### src/tocp_pkg.sv
// shared constants for the one-shot / continuous / pwm timer
package tocp_pkg;
	// ----------------------------------------------------------------
	// register map (word indices; byte address is index times 4)
	// ----------------------------------------------------------------
	localparam logic [3:0] REG_CTRL = 4'h0;
	localparam logic [3:0] REG_COUNT = 4'h1;
	localparam logic [3:0] REG_RELOAD = 4'h2;
	localparam logic [3:0] REG_PWM = 4'h3;
	localparam logic [3:0] REG_STATUS = 4'h4;
	localparam logic [3:0] REG_MASK = 4'h5;
	localparam int ADDR_W = 6;
	// ----------------------------------------------------------------
	// control field positions
	// ----------------------------------------------------------------
	localparam int CTL_EN = 0;
	localparam int CTL_MODE_LO = 1;
	localparam int CTL_PRE_LO = 3;
	localparam int CTL_POL = 6;
	localparam int CTL_ALT = 7;
	localparam int CTL_ALTC = 8;
	localparam int CTL_DB_LO = 9;
	localparam int CTL_W = 12;
	// ----------------------------------------------------------------
	// status bits
	// ----------------------------------------------------------------
	localparam int ST_RELOAD = 0;
	localparam int ST_MATCH = 1;
	localparam int ST_W = 2;
	// ----------------------------------------------------------------
	// reset values
	// ----------------------------------------------------------------
	localparam logic [15:0] COUNT_RST = 16'h0001;
	localparam logic [15:0] RELOAD_RST = 16'h0000;
	localparam logic [15:0] PWM_RST = 16'h0000;
	localparam logic [15:0] COUNT_RESTART = 16'h0001;
	localparam logic [11:0] CTL_RST = 12'h000;
	localparam int PRE_MAX = 128;
	localparam int DB_MAX = 128;
	localparam int DB_W = 8;
	// ----------------------------------------------------------------
	// modes
	// ----------------------------------------------------------------
	typedef enum logic [1:0] {
		TOCP_ONESHOT = 2'h0,
		TOCP_CONT = 2'h1,
		TOCP_DUAL = 2'h3
	} tocp_mode_t;
endpackage

### src/tocp_timer.sv
// 16-bit timer with one-shot, continuous and dual-output pwm modes
`timescale 1ns/1ps
`default_nettype none
// How it works
// counter wraps FFFF to 0000 without match
// shortest 0001 prescale 1, longest 0000/128
// one-shot match: irq, count 0001, disable
// one-shot pin inverted for one cycle
// software flips polarity for lasting level
// software sets up before enabling
// one-shot timeout (reload-start+1) times prescale
// continuous match: irq, reload 0001, run
// continuous pin toggles each reload
// pwm period reload times prescale
// dual mode toggles at pwm match
// polarity one: start high, fall at match
// polarity zero: start low, rise at match
// complement pin carries inverse output
// dead-band delays inactive-to-active edges
// complement driven only in dual mode
// input pin shared with primary output
// dead-band code n gives 2^n cycles, code 0 gives none
// reload 0000 matches after full wrap
module tocp_timer import tocp_pkg::*; (
	input wire logic ref_clk,
	input wire logic rst_n,
	input wire logic [ADDR_W-1:0] avs_address,
	input wire logic avs_read,
	input wire logic avs_write,
	input wire logic [31:0] avs_writedata,
	input wire logic [3:0] avs_byteenable,
	output logic [31:0] avs_readdata,
	output logic avs_waitrequest,
	input wire logic timer_input_pin,
	output logic timer_output_pin,
	output logic timer_output_pin_oe,
	output logic timer_output_comp,
	output logic timer_output_comp_oe,
	output logic timer_input_sample,
	output logic irq
);
	// ------------------------------------------------------------
	// reset release
	// ------------------------------------------------------------
	logic rst_meta_q;
	logic rst_sync_q;
	always_ff @(posedge ref_clk or negedge rst_n) begin
		if (!rst_n) begin
			rst_meta_q <= 1'b0;
			rst_sync_q <= 1'b0;
		end else begin
			rst_meta_q <= 1'b1;
			rst_sync_q <= rst_meta_q;
		end
	end

	// ------------------------------------------------------------
	// registers and bus decode
	// ------------------------------------------------------------
	logic [CTL_W-1:0] ctl_q;
	logic [15:0] count_q;
	logic [15:0] reload_q;
	logic [15:0] pwm_q;
	logic [ST_W-1:0] status_q;
	logic [ST_W-1:0] mask_q;
	logic out_q;
	logic ack_q;
	logic [31:0] rdata_q;
	logic [3:0] word;
	logic wr_hit;
	logic wr_ctl;
	logic wr_count;
	logic wr_reload;
	logic wr_pwm;
	logic wr_status;
	logic wr_mask;
	logic [31:0] be_mask;
	logic [31:0] rd_mux;
	assign word = avs_address[ADDR_W-1:2];
	// one wait state: the access completes on the edge ack is high
	assign wr_hit = avs_write && ack_q;
	assign wr_ctl = wr_hit && (word == REG_CTRL);
	assign wr_count = wr_hit && (word == REG_COUNT);
	assign wr_reload = wr_hit && (word == REG_RELOAD);
	assign wr_pwm = wr_hit && (word == REG_PWM);
	assign wr_status = wr_hit && (word == REG_STATUS);
	assign wr_mask = wr_hit && (word == REG_MASK);
	assign be_mask = {{8{avs_byteenable[3]}}, {8{avs_byteenable[2]}},
		{8{avs_byteenable[1]}}, {8{avs_byteenable[0]}}};
	// unmapped words read as zero, writes to them are dropped
	assign rd_mux = (word == REG_CTRL) ? {20'h00000, ctl_q} :
		(word == REG_COUNT) ? {16'h0000, count_q} :
		(word == REG_RELOAD) ? {16'h0000, reload_q} :
		(word == REG_PWM) ? {16'h0000, pwm_q} :
		(word == REG_STATUS) ? {30'h00000000, status_q} :
		(word == REG_MASK) ? {30'h00000000, mask_q} : 32'h00000000;

	// bus handshake: wait one cycle then answer
	always_ff @(posedge ref_clk or negedge rst_sync_q) begin
		if (!rst_sync_q) begin
			ack_q <= 1'b0;
			avs_waitrequest <= 1'b1;
			rdata_q <= 32'h00000000;
		end else begin
			ack_q <= (avs_read || avs_write) && !ack_q;
			avs_waitrequest <= !((avs_read || avs_write) && !ack_q);
			rdata_q <= rd_mux;
		end
	end
	assign avs_readdata = rdata_q;

	// ------------------------------------------------------------
	// control field decode
	// ------------------------------------------------------------
	logic enable;
	logic pol;
	logic alt_en;
	logic altc_en;
	tocp_mode_t mode;
	logic [2:0] pre_sel;
	logic [2:0] db_code;
	logic [DB_W:0] db_cycles;
	assign enable = ctl_q[CTL_EN];
	assign mode = tocp_mode_t'(ctl_q[CTL_MODE_LO +: 2]);
	assign pre_sel = ctl_q[CTL_PRE_LO +: 3];
	assign pol = ctl_q[CTL_POL];
	assign alt_en = ctl_q[CTL_ALT];
	assign altc_en = ctl_q[CTL_ALTC];
	assign db_code = ctl_q[CTL_DB_LO +: 3];
	// dead-band code decode
	assign db_cycles = (db_code == 3'h0) ? (DB_W+1)'(0) : (DB_W+1)'(9'h001 << db_code);

	// ------------------------------------------------------------
	// counting events
	// ------------------------------------------------------------
	logic tick;
	logic [15:0] count_inc;
	logic reload_hit;
	logic pwm_hit;
	logic is_dual;
	tocp_prescaler #(
		.PRE_W(7)
	) u_pre (
		.clk(ref_clk),
		.rst_n(rst_sync_q),
		.run(enable),
		.sel(pre_sel),
		.tick(tick)
	);
	// natural 16-bit wrap
	assign count_inc = count_q + 16'h0001;
	// reload 0000 reached only through the wrap
	assign reload_hit = tick && (count_q == reload_q);
	assign pwm_hit = tick && (count_q == pwm_q) && !reload_hit;
	assign is_dual = (mode == TOCP_DUAL);

	// ------------------------------------------------------------
	// counter and control update
	// ------------------------------------------------------------
	logic [CTL_W-1:0] ctl_d;
	logic [15:0] count_d;
	always_comb begin
		ctl_d = ctl_q;
		if (wr_ctl) begin
			ctl_d = (ctl_q & ~be_mask[CTL_W-1:0]) | (avs_writedata[CTL_W-1:0] & be_mask[CTL_W-1:0]);
		end
		count_d = count_q;
		if (wr_count) begin
			count_d = (count_q & ~be_mask[15:0]) | (avs_writedata[15:0] & be_mask[15:0]);
		end else if (reload_hit) begin
			// restart at 0001 on reload
			count_d = COUNT_RESTART;
		end else if (tick) begin
			// one step per prescaled tick
			count_d = count_inc;
		end
		// one-shot disables itself at reload
		if (reload_hit && (mode == TOCP_ONESHOT) && !wr_ctl) begin
			ctl_d[CTL_EN] = 1'b0;
		end
	end

	always_ff @(posedge ref_clk or negedge rst_sync_q) begin
		if (!rst_sync_q) begin
			ctl_q <= CTL_RST;
			count_q <= COUNT_RST;
			reload_q <= RELOAD_RST;
			pwm_q <= PWM_RST;
		end else begin
			ctl_q <= ctl_d;
			count_q <= count_d;
			if (wr_reload) begin
				reload_q <= (reload_q & ~be_mask[15:0]) | (avs_writedata[15:0] & be_mask[15:0]);
			end
			if (wr_pwm) begin
				pwm_q <= (pwm_q & ~be_mask[15:0]) | (avs_writedata[15:0] & be_mask[15:0]);
			end
		end
	end

	// ------------------------------------------------------------
	// sticky status and interrupt
	// ------------------------------------------------------------
	logic [ST_W-1:0] ev;
	logic [ST_W-1:0] status_d;
	assign ev = {pwm_hit && is_dual, reload_hit};
	// a new event wins over a write-one clear
	assign status_d = (status_q & ~(wr_status ? avs_writedata[ST_W-1:0] : {ST_W{1'b0}})) | ev;
	always_ff @(posedge ref_clk or negedge rst_sync_q) begin
		if (!rst_sync_q) begin
			status_q <= '0;
			mask_q <= '0;
			irq <= 1'b0;
		end else begin
			status_q <= status_d;
			if (wr_mask) begin
				mask_q <= avs_writedata[ST_W-1:0];
			end
			irq <= |(status_d & (wr_mask ? avs_writedata[ST_W-1:0] : mask_q));
		end
	end

	// ------------------------------------------------------------
	// output waveform
	// ------------------------------------------------------------
	logic out_d;
	logic pulse_q;
	logic raw_out;
	always_comb begin
		out_d = out_q;
		if (!enable) begin
			// idle level follows polarity
			out_d = pol;
		end else if (mode == TOCP_ONESHOT) begin
			// hold while running so a polarity flip lands at the timeout
			if (reload_hit) out_d = pol;
		end else if (mode == TOCP_CONT) begin
			// square wave toggles each reload
			if (reload_hit) out_d = !out_q;
		end else begin
			// back to polarity at reload, flip at match
			if (reload_hit) out_d = pol;
			else if (pwm_hit) out_d = !out_q;
		end
	end
	always_ff @(posedge ref_clk or negedge rst_sync_q) begin
		if (!rst_sync_q) begin
			out_q <= 1'b0;
			pulse_q <= 1'b0;
		end else begin
			out_q <= out_d;
			// single-cycle inversion at one-shot reload
			pulse_q <= reload_hit && (mode == TOCP_ONESHOT);
		end
	end
	assign raw_out = pulse_q ? !pol : out_q;

	// dead-band on both pins in dual mode only; low to high is the inactive-to-active edge
	logic db_out;
	logic db_comp;
	tocp_deadband u_db_out (
		.clk(ref_clk),
		.rst_n(rst_sync_q),
		.raw(raw_out),
		.act_lvl(1'b1),
		.delay(is_dual ? db_cycles : (DB_W+1)'(0)),
		.dout(db_out)
	);
	// complement carries the inverse
	tocp_deadband u_db_comp (
		.clk(ref_clk),
		.rst_n(rst_sync_q),
		.raw(!raw_out),
		.act_lvl(1'b1),
		.delay(db_cycles),
		.dout(db_comp)
	);

	// ------------------------------------------------------------
	// pins
	// ------------------------------------------------------------
	always_ff @(posedge ref_clk or negedge rst_sync_q) begin
		if (!rst_sync_q) begin
			timer_output_pin <= 1'b0;
			timer_output_pin_oe <= 1'b0;
			timer_output_comp <= 1'b0;
			timer_output_comp_oe <= 1'b0;
			timer_input_sample <= 1'b0;
		end else begin
			timer_output_pin <= db_out;
			// pin is input unless output function enabled
			timer_output_pin_oe <= alt_en;
			timer_input_sample <= timer_input_pin;
			// complement only in dual mode
			timer_output_comp <= is_dual ? db_comp : 1'b0;
			timer_output_comp_oe <= is_dual && altc_en;
		end
	end
endmodule
`default_nettype wire

### src/tocp_prescaler.sv
// power-of-two prescaler producing one tick per divided period
`timescale 1ns/1ps
`default_nettype none
module tocp_prescaler import tocp_pkg::*; #(
	parameter int PRE_W = 7
) (
	input wire logic clk,
	input wire logic rst_n,
	input wire logic run,
	input wire logic [2:0] sel,
	output logic tick
);
	logic [PRE_W-1:0] cnt_q;
	logic [PRE_W-1:0] last;
	logic wrap;
	// ------------------------------------------------------------
	// terminal count 2^sel - 1
	// ------------------------------------------------------------
	assign last = PRE_W'((8'h01 << sel) - 8'h01);
	assign wrap = (cnt_q == last);
	assign tick = run && wrap;
	// count while running, restart when idle
	always_ff @(posedge clk or negedge rst_n) begin
		if (!rst_n) begin
			cnt_q <= '0;
		end else if (!run || wrap) begin
			cnt_q <= '0;
		end else begin
			cnt_q <= cnt_q + PRE_W'(1);
		end
	end
endmodule
`default_nettype wire

### src/tocp_deadband.sv
// delays the inactive-to-active edge of one output by a set count
`timescale 1ns/1ps
`default_nettype none
module tocp_deadband import tocp_pkg::*; (
	input wire logic clk,
	input wire logic rst_n,
	input wire logic raw,
	input wire logic act_lvl,
	input wire logic [DB_W:0] delay,
	output logic dout
);
	logic [DB_W:0] cnt_q;
	logic wants_active;
	assign wants_active = (raw == act_lvl);
	// count time spent asked-active; pass active only after delay
	always_ff @(posedge clk or negedge rst_n) begin
		if (!rst_n) begin
			cnt_q <= '0;
			dout <= 1'b0;
		end else if (!wants_active) begin
			cnt_q <= '0;
			dout <= raw;
		end else if (cnt_q >= delay) begin
			dout <= raw;
		end else begin
			cnt_q <= cnt_q + (DB_W+1)'(1);
		end
	end
endmodule
`default_nettype wire

### config.mk
export PLATFORM = sky130hd
export DESIGN_NAME = tocp_timer
export DESIGN_NICKNAME = d
export VERILOG_FILES = /design/src/tocp_pkg.sv /design/src/tocp_timer.sv /design/src/tocp_prescaler.sv /design/src/tocp_deadband.sv
export SDC_FILE = /design/constraint.sdc
export NUM_CORES = 1
export LEC_CHECK = 0
export ABC_AREA = 1
export CAP_MARGIN = 20
export CELL_PAD_IN_SITES_DETAIL_PLACEMENT = 1
export CELL_PAD_IN_SITES_GLOBAL_PLACEMENT = 1
export CORE_MARGIN = 2
export CORE_UTILIZATION = 47
export CTS_CLUSTER_SIZE = 14
export DETAILED_ROUTE_END_ITERATION = 10
export DONT_BUFFER_PORTS = 1
export GPL_ROUTABILITY_DRIVEN = 0
export GPL_TIMING_DRIVEN = 1
export PLACE_DENSITY_LB_ADDON = 0.1
export SLEW_MARGIN = 10
export SYNTH_ARGS = -nofsm -noshare
export SYNTH_HDL_FRONTEND = slang
export SYNTH_SLANG_ARGS = --single-unit
### constraint.sdc
create_clock -name ref_clk -period 4 [get_ports ref_clk]
set_input_delay 0.8 -clock ref_clk [delete_from_list [all_inputs] [get_ports ref_clk]]
set_output_delay 0.8 -clock ref_clk [all_outputs]
set_load 0.005 [all_outputs]
=== Word level (Yosys, flattened, before mapping) ===
Index checks and enable logic that the tools add are counted.

* Add/subtract/negate cells: 5
* Multiply operators: 0
* Divide/modulo/power cells: 0
* $lt $le $gt $ge: 2
* Equal/unequal tests: 16
* Shift operators: 2
* Multiplexer cells: 33
* Bitwise operators: 16
* Reductions and logical operators: 34

{| class="wikitable"
|+ Operators with widths
! operator !! number
|-
| $mux 16 || 7
|-
| $and 16x16->16 || 4
|-
| $mux 9 || 6
|-
| $or 16x16->16 || 3
|-
| $eq 16x16->1 || 2
|-
| $and 12x12->12 || 2
|-
| $add 9x1->9 const B || 2
|-
| $ge 9x9->1 || 2
|-
| $add 16x1->16 const B || 1
|-
| $logic_and 1x1->1 || 16
|-
| $not 16->16 || 1
|-
| $mux 1 || 15
|-
| $not 12->12 || 1
|-
| $or 12x12->12 || 1
|-
| $shl 1x3->9 const A || 1
|-
| $eq 4x2->1 const B || 2
|-
| $eq 4x3->1 const B || 2
|-
| $logic_not 1->1 || 8
|-
| $mux 2 || 4
|-
| $add 7x1->7 const B || 1
|-
| $eq 7x7->1 || 1
|-
| $mux 7 || 1
|-
| $shl 1x3->7 const A || 1
|-
| $sub 7x1->7 const B || 1
|-
| 17 further kinds || 23
|}

* Register bits: 119
* Latch bits: 0
* Memory bits (writable): 0
* Memory bits (read-only): 0
* Input port bits: 47
* Output and inout port bits: 39
* Word-level logic and storage cells: 133
* Memories kept: 0

=== Longest topological paths before layout ===
Gate-level depths: netlist of run 1.

* Depth in word-level cells: 12
* Depth in mapped cells: 14
* Gate-level depth less buffers: 13

=== By module ===
Synthesis of run 1 repeated with hierarchy kept, for this count alone.

* Cell total of the unflattened synthesis: 995
* Area total of the unflattened synthesis: 7349.5 µm²

{| class="wikitable"
|+ By module, submodules not included
! module !! times used !! cells an instance !! area an instance (µm²) !! seq. area each (µm²)
|-
| tocp_timer || 1 || 667 || 5068.6 || 2304.7
|-
| tocp_deadband || 2 || 129 || 887.1 || 250.2
|-
| tocp_prescaler || 1 || 70 || 506.7 || 175.2
|}

=== Worst setup path before layout of run 1 ===
Ideal clock, no wire load.

* Kind: register to register
* From: register (tool-made name)
* To: register u_db_out.cnt_q[4]
* Library setup time: 128 ps
* Arrival time: 2018 ps
* Setup slack: 1854 ps
* Stages on the path, launching flop included: 12
* Period minus slack after synthesis: 2146 ps
* Path through: dfrtp_1 > clkbuf_1 > nand3_1 > or2_2 > ha_1 > nand2_1 > nor2_1 > nand4_1 > o2111ai_1 > nand2_1 > nand4_1 > o21ai_0

{| class="wikitable"
|+ RTL lines
! what !! RTL line !! text
|-
| end signal, assigned || tocp_deadband.sv:26 || <nowiki>cnt_q <= cnt_q + (DB_W+1)'(1);</nowiki>
|-
| end, declared || tocp_deadband.sv:12 || <nowiki>logic [DB_W:0] cnt_q;</nowiki>
|}

==> results of run 1 <==
## kinds of logic after synthesis
kind of cell             after synthesis  synth area share, %
XOR/XNOR                              29                 3.76
AND/OR/NAND/NOR                      413                 27.0
AO/OA/AOI/OAI                        132                 11.8
buffers and inverters                150                 9.84
flip-flops                           119                 44.2
adder cells (fa/ha/maj)               18                 3.34
other                                  2                0.111
## worst paths after layout
path,from,end,cells past startpoint
max in group asynchronous,rst_sync_q$_DFF_PN0_,u_db_comp.dout$_DFFE_PN0P_,1
min in group ref_clk,rst_meta_q$_DFF_PN0_,rst_sync_q$_DFF_PN0_,0
worst max register to register,register,u_db_out.cnt_q[2]$_DFFE_PN0P_,11
worst min-delay path,rst_n,rst_sync_q$_DFF_PN0_,0
worst max-delay path,register,u_db_out.cnt_q[2]$_DFFE_PN0P_,11
worst min register to register,rst_meta_q$_DFF_PN0_,rst_sync_q$_DFF_PN0_,0
## final cells by class
type / instances / area [µm²] / area share, %
Multi-Input combinational cell: 609 / 3160 / 42.6
Timing Repair Buffer: 4 / 30.0 / 0.404
Clock buffer: 21 / 470 / 6.33
Clock inverter: 11 / 148 / 1.99
Sequential cell: 119 / 2980 / 40.2
Inverter: 109 / 409 / 5.51
Tap cell: 180 / 225 / 3.03
## power breakdown
part           internal (W)  switching [W]
combinational      0.000369       0.000680
sequential          0.00140       0.000316
clock               0.00103       0.000584
## routing by layer
| layer | vias up | part of all wire [%] | wire length [µm] | global-route usage [%] |
|---|---|---|---|---|
| met5 | - | 0 | 0 | 0 |
| met4 | 0 | 2.7 | 559 | 11.7 |
| met1 | 2934 | 43 | 8820 | 34.8 |
| met2 | 181 | 49 | 10000 | 48.5 |
| li1 | 2765 | - | - | - |
| met3 | 55 | 5.8 | 1190 | 7.55 |
## Yosys cell counts (2+ instances only)
cell,instances
nand2_1,207
dfrtp_1,117
inv_1,102
nor2_1,86
o21ai_0,78
nand3_1,57
nand4_1,29
buf_4,18
ha_1,18
a21oi_1,17
xnor2_1,17
xor2_1,12
clkbuf_1,11
nor3_1,10
buf_2,8
a21oi_2,7
inv_2,6
a221oi_1,5
nor2_2,5
o2111ai_1,5
o221ai_1,5
nand2_2,4
nand2_4,4
o22ai_1,4
buf_6,3
a31oi_1,2
conb_1,2
dfstp_2,2
nand3b_1,2
nor2_4,2
nor3b_1,2
o211ai_1,2
o21ai_2,2
or2_2,2
## cells in the final DEF (no fill, tap or decap), drive strengths merged, types with 2 or more instances in the layout
cell type / n
clkinv: 5
inv: 108
clkbuf: 21
o21ai: 81
dfrtp: 117
nand3b: 2
o22ai: 4
buf: 4
o211ai: 2
xor2: 12
nor3: 11
xnor2: 17
a21oi: 25
ha: 18
bufinv: 3
clkinvlp: 4
o2111ai: 5
a31oi: 2
or2: 2
o221ai: 5
a221oi: 5
nor2: 94
conb: 17
nor3b: 2
nand4: 29
nand2: 215
nand3: 57
dfstp: 2
## through the flow
step	utilization, %	worst slack (ps)	total power (W)	hold WS (ps)	instances
after floorplan	-	443	0.00247	331	878
after global placement	48.9	1500	0.00267	338	1021
after detailed placement	48.9	1300	0.00275	341	1021
after CTS	53.3	1280	0.00438	57.4	1053
after global routing	53.3	1060	0.00463	51.1	1053
final	53.3	1270	0.00438	63.7	1053
==> impl_metrics.tcl, run 1 <==
set metrics [dict create \
    yosysTopAreaCell "dfrtp_1" \
    grt_pass1_vias 6371 \
    cts_root_buf "clkbuf_16" \
    dp_hpwl_um 14800 \
    fmax_mhz 366 \
    start_util_pct 48.4 \
    firstDrtPassIters 5 \
    worstPathRequired_ps 4300 \
    max_stage_delay_ps 510 \
    port_buffers 0 \
    cts_tree "yes" \
    clk_latency_ps 430 \
    crit_type "reg -> reg" \
    finalMaxSlewViolations 0 \
    totalWireLength_um 20600 \
    max_cap_viol_count 0 \
    post_cts_buffers 0 \
    nets 925 \
    fin_tns_setup_ps 0 \
    synth_cells 863 \
    peakVddDrop_v 0.000312 \
    synth-seq-cells 119 \
    yosys_warnings 0 \
    drc 0 \
    yosysUniqueCellTypes 44 \
    cts_resized 0 \
    layout-drive-gt1-share_pct 8.48 \
    power_density_nw_per_um2 590 \
    synthesis.area_um2 6750 \
    detail_route.iter0.violations 347 \
    rrSetupSlack_ps 1270 \
    area_growth_pct 10.0 \
    cts_made_buffers 17 \
    hold_path.class "in -> async" \
    post-route-min-period_ps 2730 \
    cts_sinks 119 \
    fin_area_um2 7430 \
    synth_edf_count 0 \
    cp_cell_sequence "nand2_1, inv_1, nand4_1, ha_1, nand2_1, nor2_1, nand4_1, o2111ai_1, nand2_1, nand3_1, o21ai_0" \
    critPathMaxFanout 9 \
    placed_area_um2 6810 \
    cp.buffers_inverters 1 \
    ys.flop_type "dfrtp_1" \
    grt_antenna_before_repair 0 \
    leakage_nw 3.58 \
    n_antenna_cell 0 \
    postRouteAntennaNets 0 \
    crit_top_cell "nand2_1" \
    run_status "completed" \
    cpMaxStageDelayCell "dfrtp_1" \
    core-area_um2 13900 \
    dieArea_um2 15300 \
    io_pins 86 \
    track_usage_pct 28.7 \
    via_per_inst 5.64 \
    clk_pin_slew_worst_paths_ps 60 \
    final.period_utilization_pct 68.3 \
    relSlewSlack_pct 42.5 \
    yosysTopAreaCellShare_pct 43.4 \
    via_count 5935 \
    die_w_um 124 \
    netlist_top_cells_area "dfrtp_1, nand2_1, o21ai_0" \
    num-fill-cells 1752 \
    start_kind "register" \
    grt_pass1_wl_um 32900 \
    wl_per_cell_um 19.6 \
    critical_path.top_delay_family "simple AND/OR/NAND/NOR gates" \
    async_flop_share_pct 100 \
    cts.path.max_buffers 2 \
    rows 43 \
    rsz0062_at_grt "false" \
    dieHeight_um 124 \
    crit_arrival_ps 3030 \
    tightest_slew_ps 862 \
    cp-end-kind "register" \
    seq_area_frac_synth_pct 44.2 \
    grt_max_degree 64 \
    holdBufCountCts 0 \
    syn_avg_cell_area_um2 7.82 \
    overflow 0 \
    h-tree-depth 4 \
    finClkSkew_ps 6.59 \
    setup_viol 0 \
    finalHoldViolations 0 \
]
Note: power is estimated with default switching activity, not from simulation.
==> inputs of run 2 (changes only) <==
ABC_AREA = 0   (was 1)
CORE_UTILIZATION = 45   (was 47)
clock period = 2.5 ns   (was 4 ns; I/O delays follow)
==> run 2 against run 1 <==
The flow now finishes with violations (setup timing). Fmax is 2.8% lower. Critical endpoint is now u_db_out.cnt_q[4]$_DFFE_PN0P_. Clock power is 53% higher. Critical path type unchanged. Power is 52% higher.
==> impl_metrics.tcl, run 2 <==
set metrics [dict create \
    run_status "finished with violations" \
    violations "setup timing" \
    rows 44 \
    seq_area_frac_synth_pct 44.5 \
    syn_avg_cell_area_um2 10.4 \
    grt_pass1_vias 5762 \
    mostFrequentLayoutCells "dfrtp_1, buf_4, nand2_1, mux2_2, xnor2_1" \
    start_kind "register" \
    rr_endpoint "u_db_out.cnt_q[4]$_DFFE_PN0P_" \
    dieArea_um2 15900 \
    io_pins 86 \
    hold_path.class "in -> reg" \
    finalHoldViolations 0 \
    leakage_nw 3.39 \
    relSlewSlack_pct 55.7 \
    fin_ws_ps -310 \
    crit_top_cell "o21a_1" \
    max_stage_delay_ps 400 \
    detail_route.iter0.violations 231 \
    rsz0062_at_grt "true" \
    cp.buffers_inverters 2 \
    h-tree-depth 4 \
    finalMaxSlewViolations 0 \
    layout-drive-gt1-share_pct 27.6 \
    worstPathRequired_ps 2850 \
    yosysTopAreaCellShare_pct 43.7 \
    port_buffers 0 \
    wl_per_cell_um 22.3 \
    tightest_slew_ps 657 \
    final.period_utilization_pct 112 \
    cts_sinks 119 \
    cts_root_buf "clkbuf_16" \
    clk_pin_slew_worst_paths_ps 60 \
    via_count 5235 \
    synth-seq-cells 119 \
    grt_antenna_before_repair 0 \
    track_usage_pct 25.5 \
    grt_max_degree 50 \
    peakVddDrop_v 0.000536 \
    n_antenna_cell 0 \
    grt_pass1_wl_um 31500 \
    placed_area_um2 7100 \
    cp.depth 11 \
    highest_layer "met4" \
    finClkSkew_ps 11.2 \
    mostFrequentLayoutCell "dfrtp_1" \
    cts_tree "yes" \
    crit_end "u_db_out.cnt_q[4]$_DFFE_PN0P_" \
    num-fill-cells 1567 \
    start_util_pct 46.1 \
    dieHeight_um 126 \
    via_per_inst 5.98 \
    cp_cell_sequence "or3b_4, or2_4, ha_4, o21a_1, o21a_1, o211ai_1, buf_4, a32oi_4, buf_6, or3_4, a21oi_2" \
    async_flop_share_pct 100 \
    cts.path.max_buffers 2 \
    ys.flop_type "dfrtp_1" \
    nets 743 \
    ys_top_cells_by_count "dfrtp_1, mux2_2, nand2_1, xnor2_1, nand3_1" \
    drc 0 \
    place_ws_ps -300 \
    critical_path.top_delay_family "simple AND/OR/NAND/NOR gates" \
    firstDrtPassIters 4 \
    overflow 0 \
    rrSetupSlack_ps -310 \
    core-area_um2 14500 \
    critPathMaxFanout 5 \
    setup_viol 16 \
    netlist_top_cells_area "dfrtp_1, mux2_2, xnor2_1" \
    area_growth_pct 18.8 \
    fin_area_um2 7960 \
    fmax_mhz 356 \
    cts_made_buffers 17 \
    cp-end-kind "register" \
    crit_type "reg -> reg" \
    synth_edf_count 0 \
    yosysMostFrequentCell "dfrtp_1" \
    crit_arrival_ps 3170 \
    max_cap_viol_count 0 \
    clk_latency_ps 440 \
    yosysUniqueCellTypes 65 \
    met1_length_um 8300 \
    totalWireLength_um 19500 \
    post-route-min-period_ps 2810 \
    r2r_cells 11 \
    utilization_pct 54.8 \
    yosysTopAreaCell "dfrtp_1" \
    synth_cells 643 \
    dr_wl_met3_um 635 \
    cpMaxStageDelayCell "or3b_4" \
    postRouteAntennaNets 0 \
    die_w_um 126 \
    power_density_nw_per_um2 837 \
    synthesis.area_um2 6700 \
    yosys_warnings 0 \
    dr_wl_met2_um 10200 \
    dp_hpwl_um 13400 \
]
-- run 2: cell types whose count changed after synthesis, moves of 14 or more --
cell,delta
xnor2_1,+19
nor2_1,-55
o21ai_0,-61
inv_1,-84
nand2_1,-159
mux2_2,+48
nand3_1,-24
and2_1,+14
-- run 2: metal layers --
metal | up-vias | track usage, %
met5 | - | 0
li1 | 2384 | -
met4 | 0 | 9.05
met3 | 29 | 5.35
met1 | 2722 | 31.3
met2 | 100 | 44.4
-- run 2: per-stage QoR --
step,hold slack [ps],setup TNS [ps],power (W),cells
floorplan,204,-281,0.00349,658
global placement,175,-993,0.00392,832
detailed placement,178,-2630,0.00401,832
CTS,83.9,-2410,0.00664,873
global route,80.8,-4250,0.00696,875
finish,97.9,-2900,0.00667,875
-- run 2: cell families (layout without fill, tap and decap cells) --
logic type,after synthesis,in the layout,share of synthesized area [%]
buffers and inverters,76,108,5.75
DFF,119,119,44.5
AOI/OAI and AO/OA,110,111,11.5
xor gates and xnor gates,39,39,5.10
and+or+nand+nor,213,213,17.1
adders and majority gates,18,18,3.36
other,2,17,0.112
muxes,66,66,12.6
-- run 2: worst min path at each step --
stage	start	to	slack, ps	depth (start not counted)
floorplan	rst_n	rst_meta_q$_DFF_PN0_	200	0
global placement	rst_sync_q$_DFF_PN0_	u_pre.cnt_q[1]$_DFF_PN0_	180	0
detailed placement	rst_sync_q$_DFF_PN0_	asynchronous set/reset pin	180	0
CTS	timer_input_pin	timer_input_sample$_DFF_PN0_	80	0
global route	timer_input_pin	timer_input_sample$_DFF_PN0_	80	0
finish	timer_input_pin	timer_input_sample$_DFF_PN0_	100	0
-- run 2: report_power, final --
part           total [W]  internal [W]  switching (W)
Sequential       0.00251       0.00219       0.000325
Clock            0.00247       0.00150       0.000976
Combinational    0.00168      0.000798       0.000880
-- run 2: area by class of cell --
type | instances | area, µm² | area share (%)
clock buffers | 18 | 439 | 5.52
clock inverters | 14 | 150 | 1.89
inverters | 18 | 67.6 | 0.849
multi-input cells | 464 | 3620 | 45.4
flip-flops and latches | 119 | 2990 | 37.5
well taps | 184 | 230 | 2.89
repair buffers | 58 | 473 | 5.94
-- run 2: repair_timing --
| action | CTS | global route |
|---|---|---|
| endpoints found under the setup margin | 16 | 26 |
| cloned | 1 | 0 |
| gates resized for setup | 16 | 23 |
| hold endpoints to repair | 2 | 0 |
| buffers inserted | 7 | 3 |
| hold buffers | 1 | 0 |
| pin swaps | 14 | 12 |
